===== config.mk =====
export PLATFORM = sky130hd
export DESIGN_NAME = wdsc_top
export DESIGN_NICKNAME = d
export VERILOG_FILES = /design/src/wdsc_pkg.sv /design/src/wdsc_top.sv
export SDC_FILE = /design/constraint.sdc
export NUM_CORES = 1
export LEC_CHECK = 0
export BUFFER_PORTS_ARGS = -buffer_cell sky130_fd_sc_hd__buf_2
export CAP_MARGIN = 20
export CORE_UTILIZATION = 48
export CTS_BUF_LIST = sky130_fd_sc_hd__clkbuf_16
export DETAILED_ROUTE_END_ITERATION = 6
export GPL_TIMING_DRIVEN = 0
export PLACE_DENSITY = 0.88
export SETUP_SLACK_MARGIN = 0.2
export SYNTH_ARGS = -nofsm -noshare
export SYNTH_HDL_FRONTEND = slang
export SYNTH_SLANG_ARGS = --single-unit

===== constraint.sdc =====
create_clock -name clock_i -period 3.5 [get_ports clock_i]
set_input_delay 0.35 -clock clock_i [delete_from_list [all_inputs] [get_ports clock_i]]
set_output_delay 0.35 -clock clock_i [all_outputs]
set_load 0.005 [all_outputs]

===== src/wdsc_pkg.sv =====
// watchdog and sleep control: shared constants and carrier types
// assumes a single 125 MHz clock and an apb register port
package wdsc_pkg;
   // -----------------------------------------------------------
   // register map (byte addresses)
   // -----------------------------------------------------------
   localparam logic [11:0] WDSC_OFS_CTRL  = 12'h000; // control
   localparam logic [11:0] WDSC_OFS_CAUSE = 12'h004; // reset cause
   localparam logic [11:0] WDSC_OFS_CFG   = 12'h008; // config byte
   // -----------------------------------------------------------
   // field positions and reset values
   // -----------------------------------------------------------
   localparam int         WDSC_CFG_EN_BIT  = 0;
   localparam int         WDSC_CFG_PS_LSB  = 1;
   localparam int         WDSC_CTRL_EN_BIT = 0;
   localparam int         WDSC_CAUSE_PD    = 3;
   localparam int         WDSC_CAUSE_TO    = 4;
   localparam logic [7:0] WDSC_CTRL_RST    = 8'h00;
   // -----------------------------------------------------------
   // timing
   // -----------------------------------------------------------
   localparam int WDSC_CLK_MHZ   = 125;
   localparam int WDSC_OST_TOSC  = 1024;  // start-up, osc periods
   localparam int WDSC_TOSC_CYC  = 1;     // clocks per osc period
   localparam int WDSC_OST_CYC   = WDSC_OST_TOSC * WDSC_TOSC_CYC;
   localparam int WDSC_RC_DIV    = 16;    // clocks per rc tick
   localparam int WDSC_WDT_BASE  = 64;    // rc ticks per base period
   localparam int WDSC_PC_W      = 21;
   localparam int WDSC_PORT_W    = 8;
   localparam int WDSC_IRQ_W     = 8;
   // -----------------------------------------------------------
   // types
   // -----------------------------------------------------------
   typedef enum logic [1:0]
   {
      WDSC_RUN   = 2'b00,
      WDSC_SLEEP = 2'b01,
      WDSC_OST   = 2'b10
   } wdsc_state_e;

   typedef struct packed
   {
      logic [WDSC_PORT_W-1:0] dout;
      logic [WDSC_PORT_W-1:0] oe_n;
   } wdsc_port_s;

   typedef struct packed
   {
      logic [WDSC_IRQ_W-1:0] flag;
      logic [WDSC_IRQ_W-1:0] enable;
      logic [WDSC_IRQ_W-1:0] sleep_ok;
   } wdsc_irq_s;
endpackage : wdsc_pkg


===== src/wdsc_top.sv =====
// watchdog timer, postscaler and sleep / wake control
// assumes core strobes are one-cycle pulses on clock_i
//
// Functional notes
// - watchdog ticks from its own free divider
// - expiry while running resets the device
// - expiry while asleep wakes the device
// - every expiry clears watchdog expired flag
// - config enable forces watchdog permanently on
// - else software enable bit runs watchdog
// - clear or sleep clears counter and postscaler
// - clear keeps postscaler ratio selection
// - four bit config field sets postscale ratio
// - sleep clears watchdog and pd_n, sets to_n, stops oscillator
// - port pins hold state during sleep
// - wake on master clear, expiry, interrupt
// - only sleep capable interrupts may wake
// - master clear wake resets, others continue
// - powerdown flag set at power-up, cleared sleeping
// - sleep prefetches instruction at pc plus two
// - enabled interrupt wakes regardless of global enable
// - global enable: next instruction then vector
// - pending interrupt turns sleep into no-op
// - interrupt during sleep wakes after completion
// - crystal modes wait start-up delay on expiry or interrupt wake
// - control register upper bits read zero
module wdsc_top
   import wdsc_pkg::*;
#(
   parameter int RC_DIV   = wdsc_pkg::WDSC_RC_DIV,
   parameter int WDT_BASE = wdsc_pkg::WDSC_WDT_BASE
)
(
   input  wire logic                           clock_i,
   input  wire logic                           sys_rst_i,
   // apb slave
   input  wire logic                           psel_i,
   input  wire logic                           penable_i,
   input  wire logic                           pwrite_i,
   input  wire logic [11:0]                    paddr_i,
   input  wire logic [31:0]                    pwdata_i,
   output logic      [31:0]                    prdata_o,
   output logic                                pready_o,
   output logic                                pslverr_o,
   // configuration and core
   input  wire logic [7:0]                     wdt_config_byte_i,
   input  wire logic                           clear_watchdog_instr_i,
   input  wire logic                           sleep_instr_i,
   input  wire logic                           instr_retire_i,
   input  wire logic [wdsc_pkg::WDSC_PC_W-1:0] pc_i,
   input  wire logic                           global_irq_enable_i,
   input  wire wdsc_pkg::wdsc_irq_s            irq_i,
   input  wire logic                           master_clear_pin_n_i,
   input  wire logic                           osc_crystal_mode_i,
   input  wire wdsc_pkg::wdsc_port_s           port_i,
   // outputs
   output wdsc_pkg::wdsc_port_s                port_o,
   output logic [wdsc_pkg::WDSC_PC_W-1:0]      prefetch_addr_o,
   output logic                                device_reset_o,
   output logic                                wdt_reset_o,
   output logic                                core_run_o,
   output logic                                osc_driver_off_o,
   output logic                                branch_vector_o
);
   import wdsc_pkg::*;

   // -----------------------------------------------------------
   // declarations
   // -----------------------------------------------------------
   localparam int RCW = $clog2(RC_DIV);
   localparam int BW  = $clog2(WDT_BASE);
   localparam int OW  = $clog2(WDSC_OST_CYC);

   wdsc_state_e   state;
   wdsc_state_e   next_state;
   logic [RCW-1:0] rc_cnt;
   logic [BW-1:0]  base_cnt;
   logic [15:0]    ps_cnt;
   logic [OW-1:0]  ost_cnt;
   logic           sw_en;
   logic           to_n;
   logic           pd_n;
   logic           vec_pend;
   wdsc_port_s     port_hold;

   wire  [3:0] ps_sel = wdt_config_byte_i[WDSC_CFG_PS_LSB +: 4];
   wire        rc_tick;
   wire        wdt_on;
   wire        wdt_clr;
   wire        expire;
   wire        irq_pend;
   wire        irq_wake;
   wire        sleep_exec;
   wire        sleep_nop;
   wire        master_clear_pin;
   wire        wake;
   wire        apb_acc;
   wire        apb_wr;
   wire        map_hit;

   // -----------------------------------------------------------
   // functions
   // -----------------------------------------------------------
   // postscale terminal count for a select code
   function automatic logic [15:0] ps_last(input logic [3:0] sel);
      ps_last = 16'(({16'h0000, 16'h0001} << sel) - 32'h1);
   endfunction : ps_last

   // -----------------------------------------------------------
   // decode
   // -----------------------------------------------------------
   // rc time base runs free, never gated by sleep
   assign rc_tick  = (rc_cnt == RCW'(RC_DIV - 1));
   // enable: config bit overrides software
   assign wdt_on   = wdt_config_byte_i[WDSC_CFG_EN_BIT] | sw_en;
   // interrupt sources allowed to wake
   assign irq_pend = |(irq_i.flag & irq_i.enable);
   assign irq_wake = |(irq_i.flag & irq_i.enable & irq_i.sleep_ok);
   assign sleep_exec = sleep_instr_i & (state == WDSC_RUN)
                     & ~irq_pend & ~master_clear_pin;
   assign sleep_nop  = sleep_instr_i & (state == WDSC_RUN)
                     & irq_pend;
   assign wdt_clr  = (clear_watchdog_instr_i & (state == WDSC_RUN))
                   | sleep_exec | ~wdt_on;
   assign expire   = wdt_on & ~wdt_clr & rc_tick
                   & (base_cnt == BW'(WDT_BASE - 1))
                   & (ps_cnt == ps_last(ps_sel));
   assign master_clear_pin     = ~master_clear_pin_n_i;
   assign wake     = (state == WDSC_SLEEP)
                   & (expire | irq_wake);

   // -----------------------------------------------------------
   // rc divider and watchdog counters
   // -----------------------------------------------------------
   // divider is a free oscillator stand-in
   always_ff @(posedge clock_i)
   begin
      if (sys_rst_i)
         rc_cnt <= '0;
      else
         rc_cnt <= rc_tick ? '0 : rc_cnt + 1'b1;
   end

   // base counter and postscaler, cleared together
   always_ff @(posedge clock_i)
   begin
      if (sys_rst_i || master_clear_pin || wdt_clr || expire)
      begin
         base_cnt <= '0;
         ps_cnt   <= '0;
      end
      else if (rc_tick)
      begin
         if (base_cnt == BW'(WDT_BASE - 1))
         begin
            base_cnt <= '0;
            ps_cnt   <= ps_cnt + 16'h0001;
         end
         else
            base_cnt <= base_cnt + 1'b1;
      end
   end

   // -----------------------------------------------------------
   // sleep state machine
   // -----------------------------------------------------------
   // next state; master clear always lands in run
   always_comb
   begin
      next_state = state;
      unique case (state)
         WDSC_RUN:
            if (sleep_exec)
               next_state = WDSC_SLEEP;
         WDSC_SLEEP:
            if (master_clear_pin)
               next_state = WDSC_RUN;
            else if (wake && osc_crystal_mode_i)
               next_state = WDSC_OST;
            else if (wake)
               next_state = WDSC_RUN;
         WDSC_OST:
            if (master_clear_pin || ost_cnt == OW'(WDSC_OST_CYC - 1))
               next_state = WDSC_RUN;
         default:
            next_state = WDSC_RUN;
      endcase
   end

   // state register and start-up counter
   always_ff @(posedge clock_i)
   begin
      if (sys_rst_i)
      begin
         state   <= WDSC_RUN;
         ost_cnt <= '0;
      end
      else
      begin
         state   <= next_state;
         ost_cnt <= (state == WDSC_OST) ? ost_cnt + 1'b1 : '0;
      end
   end

   // -----------------------------------------------------------
   // status flags and software enable
   // -----------------------------------------------------------
   // expiry clear wins over the sleep set of to_n
   always_ff @(posedge clock_i)
   begin
      if (sys_rst_i)
      begin
         to_n <= 1'b1;
         pd_n <= 1'b1;
      end
      else
      begin
         if (expire)
            to_n <= 1'b0;
         else if (sleep_exec)
            to_n <= 1'b1;
         if (sleep_exec)
            pd_n <= 1'b0;
      end
   end

   // software enable; device resets return it to zero
   always_ff @(posedge clock_i)
   begin
      if (sys_rst_i || master_clear_pin || (expire && state == WDSC_RUN))
         sw_en <= WDSC_CTRL_RST[WDSC_CTRL_EN_BIT];
      else if (apb_wr && paddr_i == WDSC_OFS_CTRL)
         sw_en <= pwdata_i[WDSC_CTRL_EN_BIT];
   end

   // -----------------------------------------------------------
   // reset and wake outputs
   // -----------------------------------------------------------
   // one-cycle watchdog reset pulse; device reset stays high as long as master clear is held
   always_ff @(posedge clock_i)
   begin
      if (sys_rst_i)
      begin
         wdt_reset_o    <= 1'b0;
         device_reset_o <= 1'b0;
      end
      else
      begin
         wdt_reset_o    <= expire & (state == WDSC_RUN);
         device_reset_o <= master_clear_pin | (expire & (state == WDSC_RUN));
      end
   end

   // vector after the next retired instruction
   always_ff @(posedge clock_i)
   begin
      if (sys_rst_i || master_clear_pin)
      begin
         vec_pend        <= 1'b0;
         branch_vector_o <= 1'b0;
      end
      else
      begin
         branch_vector_o <= vec_pend & instr_retire_i;
         if (wake && irq_wake && global_irq_enable_i)
            vec_pend <= 1'b1;
         else if (instr_retire_i)
            vec_pend <= 1'b0;
      end
   end

   // prefetch address captured as sleep executes
   always_ff @(posedge clock_i)
   begin
      if (sys_rst_i)
         prefetch_addr_o <= '0;
      else if (sleep_instr_i && state == WDSC_RUN)
         prefetch_addr_o <= pc_i + WDSC_PC_W'(2);
   end

   assign core_run_o       = (state == WDSC_RUN);
   assign osc_driver_off_o = (state == WDSC_SLEEP);

   // -----------------------------------------------------------
   // port hold during sleep
   // -----------------------------------------------------------
   // track pins through the sleep cycle, then freeze
   always_ff @(posedge clock_i)
   begin
      if (sys_rst_i)
      begin
         port_hold <= '{dout: '0, oe_n: '1};
         port_o    <= '{dout: '0, oe_n: '1};
      end
      else
      begin
         if (state == WDSC_RUN)
            port_hold <= port_i;
         port_o <= (state == WDSC_RUN) ? port_i : port_hold;
      end
   end

   // -----------------------------------------------------------
   // apb slave
   // -----------------------------------------------------------
   // zero wait state, error on unmapped address
   assign apb_acc   = psel_i & penable_i;
   assign map_hit   = (paddr_i == WDSC_OFS_CTRL)
                    | (paddr_i == WDSC_OFS_CAUSE)
                    | (paddr_i == WDSC_OFS_CFG);
   assign apb_wr    = apb_acc & pwrite_i & map_hit;
   assign pready_o  = 1'b1;
   assign pslverr_o = apb_acc & ~map_hit;

   // read mux; unused bits read as zero
   always_comb
   begin
      prdata_o = 32'h0000_0000;
      if (paddr_i == WDSC_OFS_CTRL)
         prdata_o[WDSC_CTRL_EN_BIT] = sw_en;
      else if (paddr_i == WDSC_OFS_CAUSE)
      begin
         prdata_o[WDSC_CAUSE_TO] = to_n;
         prdata_o[WDSC_CAUSE_PD] = pd_n;
      end
      else if (paddr_i == WDSC_OFS_CFG)
         prdata_o[7:0] = wdt_config_byte_i;
   end
endmodule : wdsc_top


==> flow_metrics.env <==
export IMPL_final_common_cell="buf_2"
export IMPL_grt_pass1_vias=4344
export IMPL_grt_usage_pct=24.1
export IMPL_dp_cells=867
export IMPL_worstPathArrival_ps=3390
export IMPL_stdcell_count=883
export IMPL_worst_slew_pin_slew_ps=813
export IMPL_slew_viol_final=0
export IMPL_drive_gt1_share_pct=27.7
export IMPL_vias=4616
export IMPL_hp_class="in2reg"
export IMPL_synth_area_leaders="dfxtp_1 36%, nor2_1 6.1%, xor2_1 5.4%"
export IMPL_num_rows=35
export IMPL_min_period_over_period_pct=91.3
export IMPL_die_h_um=99.7
export IMPL_crit_required_ps=3700
export IMPL_finalClockSkew_ps=7.37
export IMPL_total_power_mw=2.18
export IMPL_status="finished, final reports clean"
export IMPL_die_area_um2=9940
export IMPL_cp_common_cell="buf_2"
export IMPL_netlist_instances=573
export IMPL_nets=879
export IMPL_wl_mm=12.4
export IMPL_final_cell_mix="151 x buf_2, 82 x dfxtp_1, 75 x nor2_1"
export IMPL_maxCapViolations=0
export IMPL_p_per_area_nw_per_um2=373
export IMPL_min_period_ps=3200
export IMPL_drc=0
export IMPL_portBuffers=142
export IMPL_maxSlewHeadroom_pct=45.7
export IMPL_critPathMaxFanout=10
export IMPL_syn_area_um2=4580
export IMPL_core_um2=9240
export IMPL_synth_flop_cell="dfxtp_1"
export IMPL_grt_max_degree=17
export IMPL_initial_core_util_pct=49.6
export IMPL_root_buffer="clkbuf_16"
export IMPL_rsz0062_at_grt="false"
export IMPL_synth_top_area_share_pct=35.8
export IMPL_fmax_mhz=313
export IMPL_antenna_found_initial=0
export IMPL_grt_overflow_total=0
export IMPL_crit_path_max_incr_delay_ps=680
export IMPL_crit_family="simple AND/OR/NAND/NOR gates"
export IMPL_die_w_um=99.7
export IMPL_ant_nets=0
export IMPL_hold_viol=0
export IMPL_final_seq_area_um2=1640
export IMPL_antennaDiodeCount=0
export IMPL_cts_buffers_inserted=9
export IMPL_leakage_nw=2.51
export IMPL_vias_per_cell=5.23
export IMPL_pin_count=200
export IMPL_synth_edf_count=0
export IMPL_synth_seq_area_share_pct=35.8
export IMPL_crit_slowest_cell="or4b_2"
export IMPL_ys_seq_elements=82
export IMPL_cts_clk_slew_worst_paths_ps=70
export IMPL_start_kind="input pin"
export IMPL_place_congestion=0.924
export IMPL_setup_viol=0
export IMPL_htree_levels=3
export IMPL_crit_path_end_kind="register"
export IMPL_timing_critical_path_buf_inv=4
export IMPL_ctsHoldBuffers=0
export IMPL_cp_cell_sequence="buf_2 -> buf_2 -> buf_2 -> or4b_2 -> ha_2 -> xor2_1 -> xnor2_1 -> nand4_1 -> nor4_4 -> nand4bb_4 -> nand4_2 -> buf_4 -> nor3_1"
export IMPL_synth_warnings=0
export IMPL_yosysTopAreaCell="dfxtp_1"
export IMPL_ir_drop_v=0.000268
export IMPL_cts_sinks=82
export IMPL_dpl_hpwl_mm=9.59
export IMPL_yosysUniqueCellTypes=67
export IMPL_syn2layout_area_growth_pct=27.4
export IMPL_routedWlPerCell_um=14.1
export IMPL_cts_setup_buffers=0
export IMPL_cts_buffer_depth=2
export IMPL_drt_pre_antenna_iters=4
export IMPL_avgSynthCellArea_um2=8.00
export IMPL_async_flop_share_pct=0
export IMPL_dr_first_iter_drc_count=238
export IMPL_crit_type="in2reg"
export IMPL_clock_latency_ps=340
export IMPL_grt_pass1_wl_mm=19.2
export IMPL_multiInputGateArea_um2=2670
export IMPL_cts_tree="built"
export IMPL_fillers=748
-- cell families (layout without fill, tap and decap cells) --
group	count (synthesis)	in the layout	synth area share (%)
simple gates	273	273	30.6
compound gates	94	94	13.8
buf+inv	65	223	8.03
flops	82	82	35.8
fa+ha+maj	6	6	1.64
xor+xnor	45	45	8.60
mux	6	6	1.34
other cells	2	25	0.164
-- worst min-delay path, delay by kind of cell --
family	cells	cell delay [ps]
AND/OR/NAND/NOR	2	100
buffers and inverters	1	80
-- routing by layer --
layer	global-route usage (%)	wire length, µm	vias to the layer above
li1	-	-	2302
met1	27.6	5050	2125
met2	43.2	6270	167
met3	4.85	834	22
met4	10.2	280	0
met5	0	0	-
-- worst paths after layout --
kind	start	end	slack, ps	cells after the start
max	wdt_config_byte_i[4]	base_cnt[3]$_SDFFE_PP0N_	300	13
min	port_i[1]	port_hold[1]$_SDFFE_PP1P_	220	3
max reg2reg	rc_cnt[0]$_SDFF_PP0_	ps_cnt[14]$_SDFFE_PP0P_	700	9
min reg2reg	ost_cnt[0]$_SDFF_PP0_	ost_cnt[0]$_SDFF_PP0_	450	1
-- power by group --
| part | internal, mW | leakage (nW) | switching, mW | total, mW |
|---|---|---|---|---|
| Sequential | 0.966 | 0.671 | 0.0174 | 0.983 |
| Clock | 0.494 | 0.139 | 0.404 | 0.898 |
| Combinational | 0.140 | 1.70 | 0.154 | 0.293 |
-- timing repair --
action | in CTS | in global routing
endpoints found under the hold margin | 0 | 0
setup endpoints to repair | 0 | 21
gates resized for setup | 0 | 2
-- registers in the layout, indices dropped and copies added, names as in the netlist --
register / count
port_hold: 16
sw_en: 1
ost_cnt: 10
wdt_reset_o: 1
prefetch_addr_o: 21
branch_vector_o: 1
rc_cnt: 4
state: 2
ps_cnt: 16
device_reset_o: 1
to_n: 1
base_cnt: 6
pd_n: 1
vec_pend: 1
-- synth_stat cells (9+ instances only) --
cell type	number
o21ai_0	16
inv_1	9
and3_1	10
and2_1	9
nand3b_1	9
a21oi_1	27
nor2b_1	9
nand3_1	30
nor2_1	75
dfxtp_1	82
xor2_1	28
buf_2	9
buf_4	28
nand4_1	15
nor3_1	12
nand2_1	64
xnor2_1	17
clkbuf_1	14
a211oi_1	19
-- per-stage QoR --
stage / area [µm²] / TNS (ps) / util (%) / worst slack, ps / hold slack [ps]
after floorplan: 4670 / 0 / - / 351 / 418
after global placement: 5540 / -971 / 60.0 / -78.7 / 429
after detailed placement: 5540 / -825 / 60.0 / -85.1 / 443
after CTS: 5820 / 0 / 63.0 / 249 / 212
after global routing: 5840 / 0 / 63.2 / 207 / 233
final: 5840 / 0 / 63.2 / 304 / 217
-- final cells by class --
| cell class | instances | area share [%] |
|---|---|---|
| Inverter | 10 | 0.643 |
| Multi-Input combinational cell | 449 | 45.8 |
| Buffer | 55 | 5.66 |
| Clock buffer | 9 | 3.86 |
| Timing Repair Buffer | 142 | 12.2 |
| Clock inverter | 7 | 1.01 |
| Tap cell | 129 | 2.77 |
| Sequential cell | 82 | 28.1 |
Power figures use the tool's default switching activity.
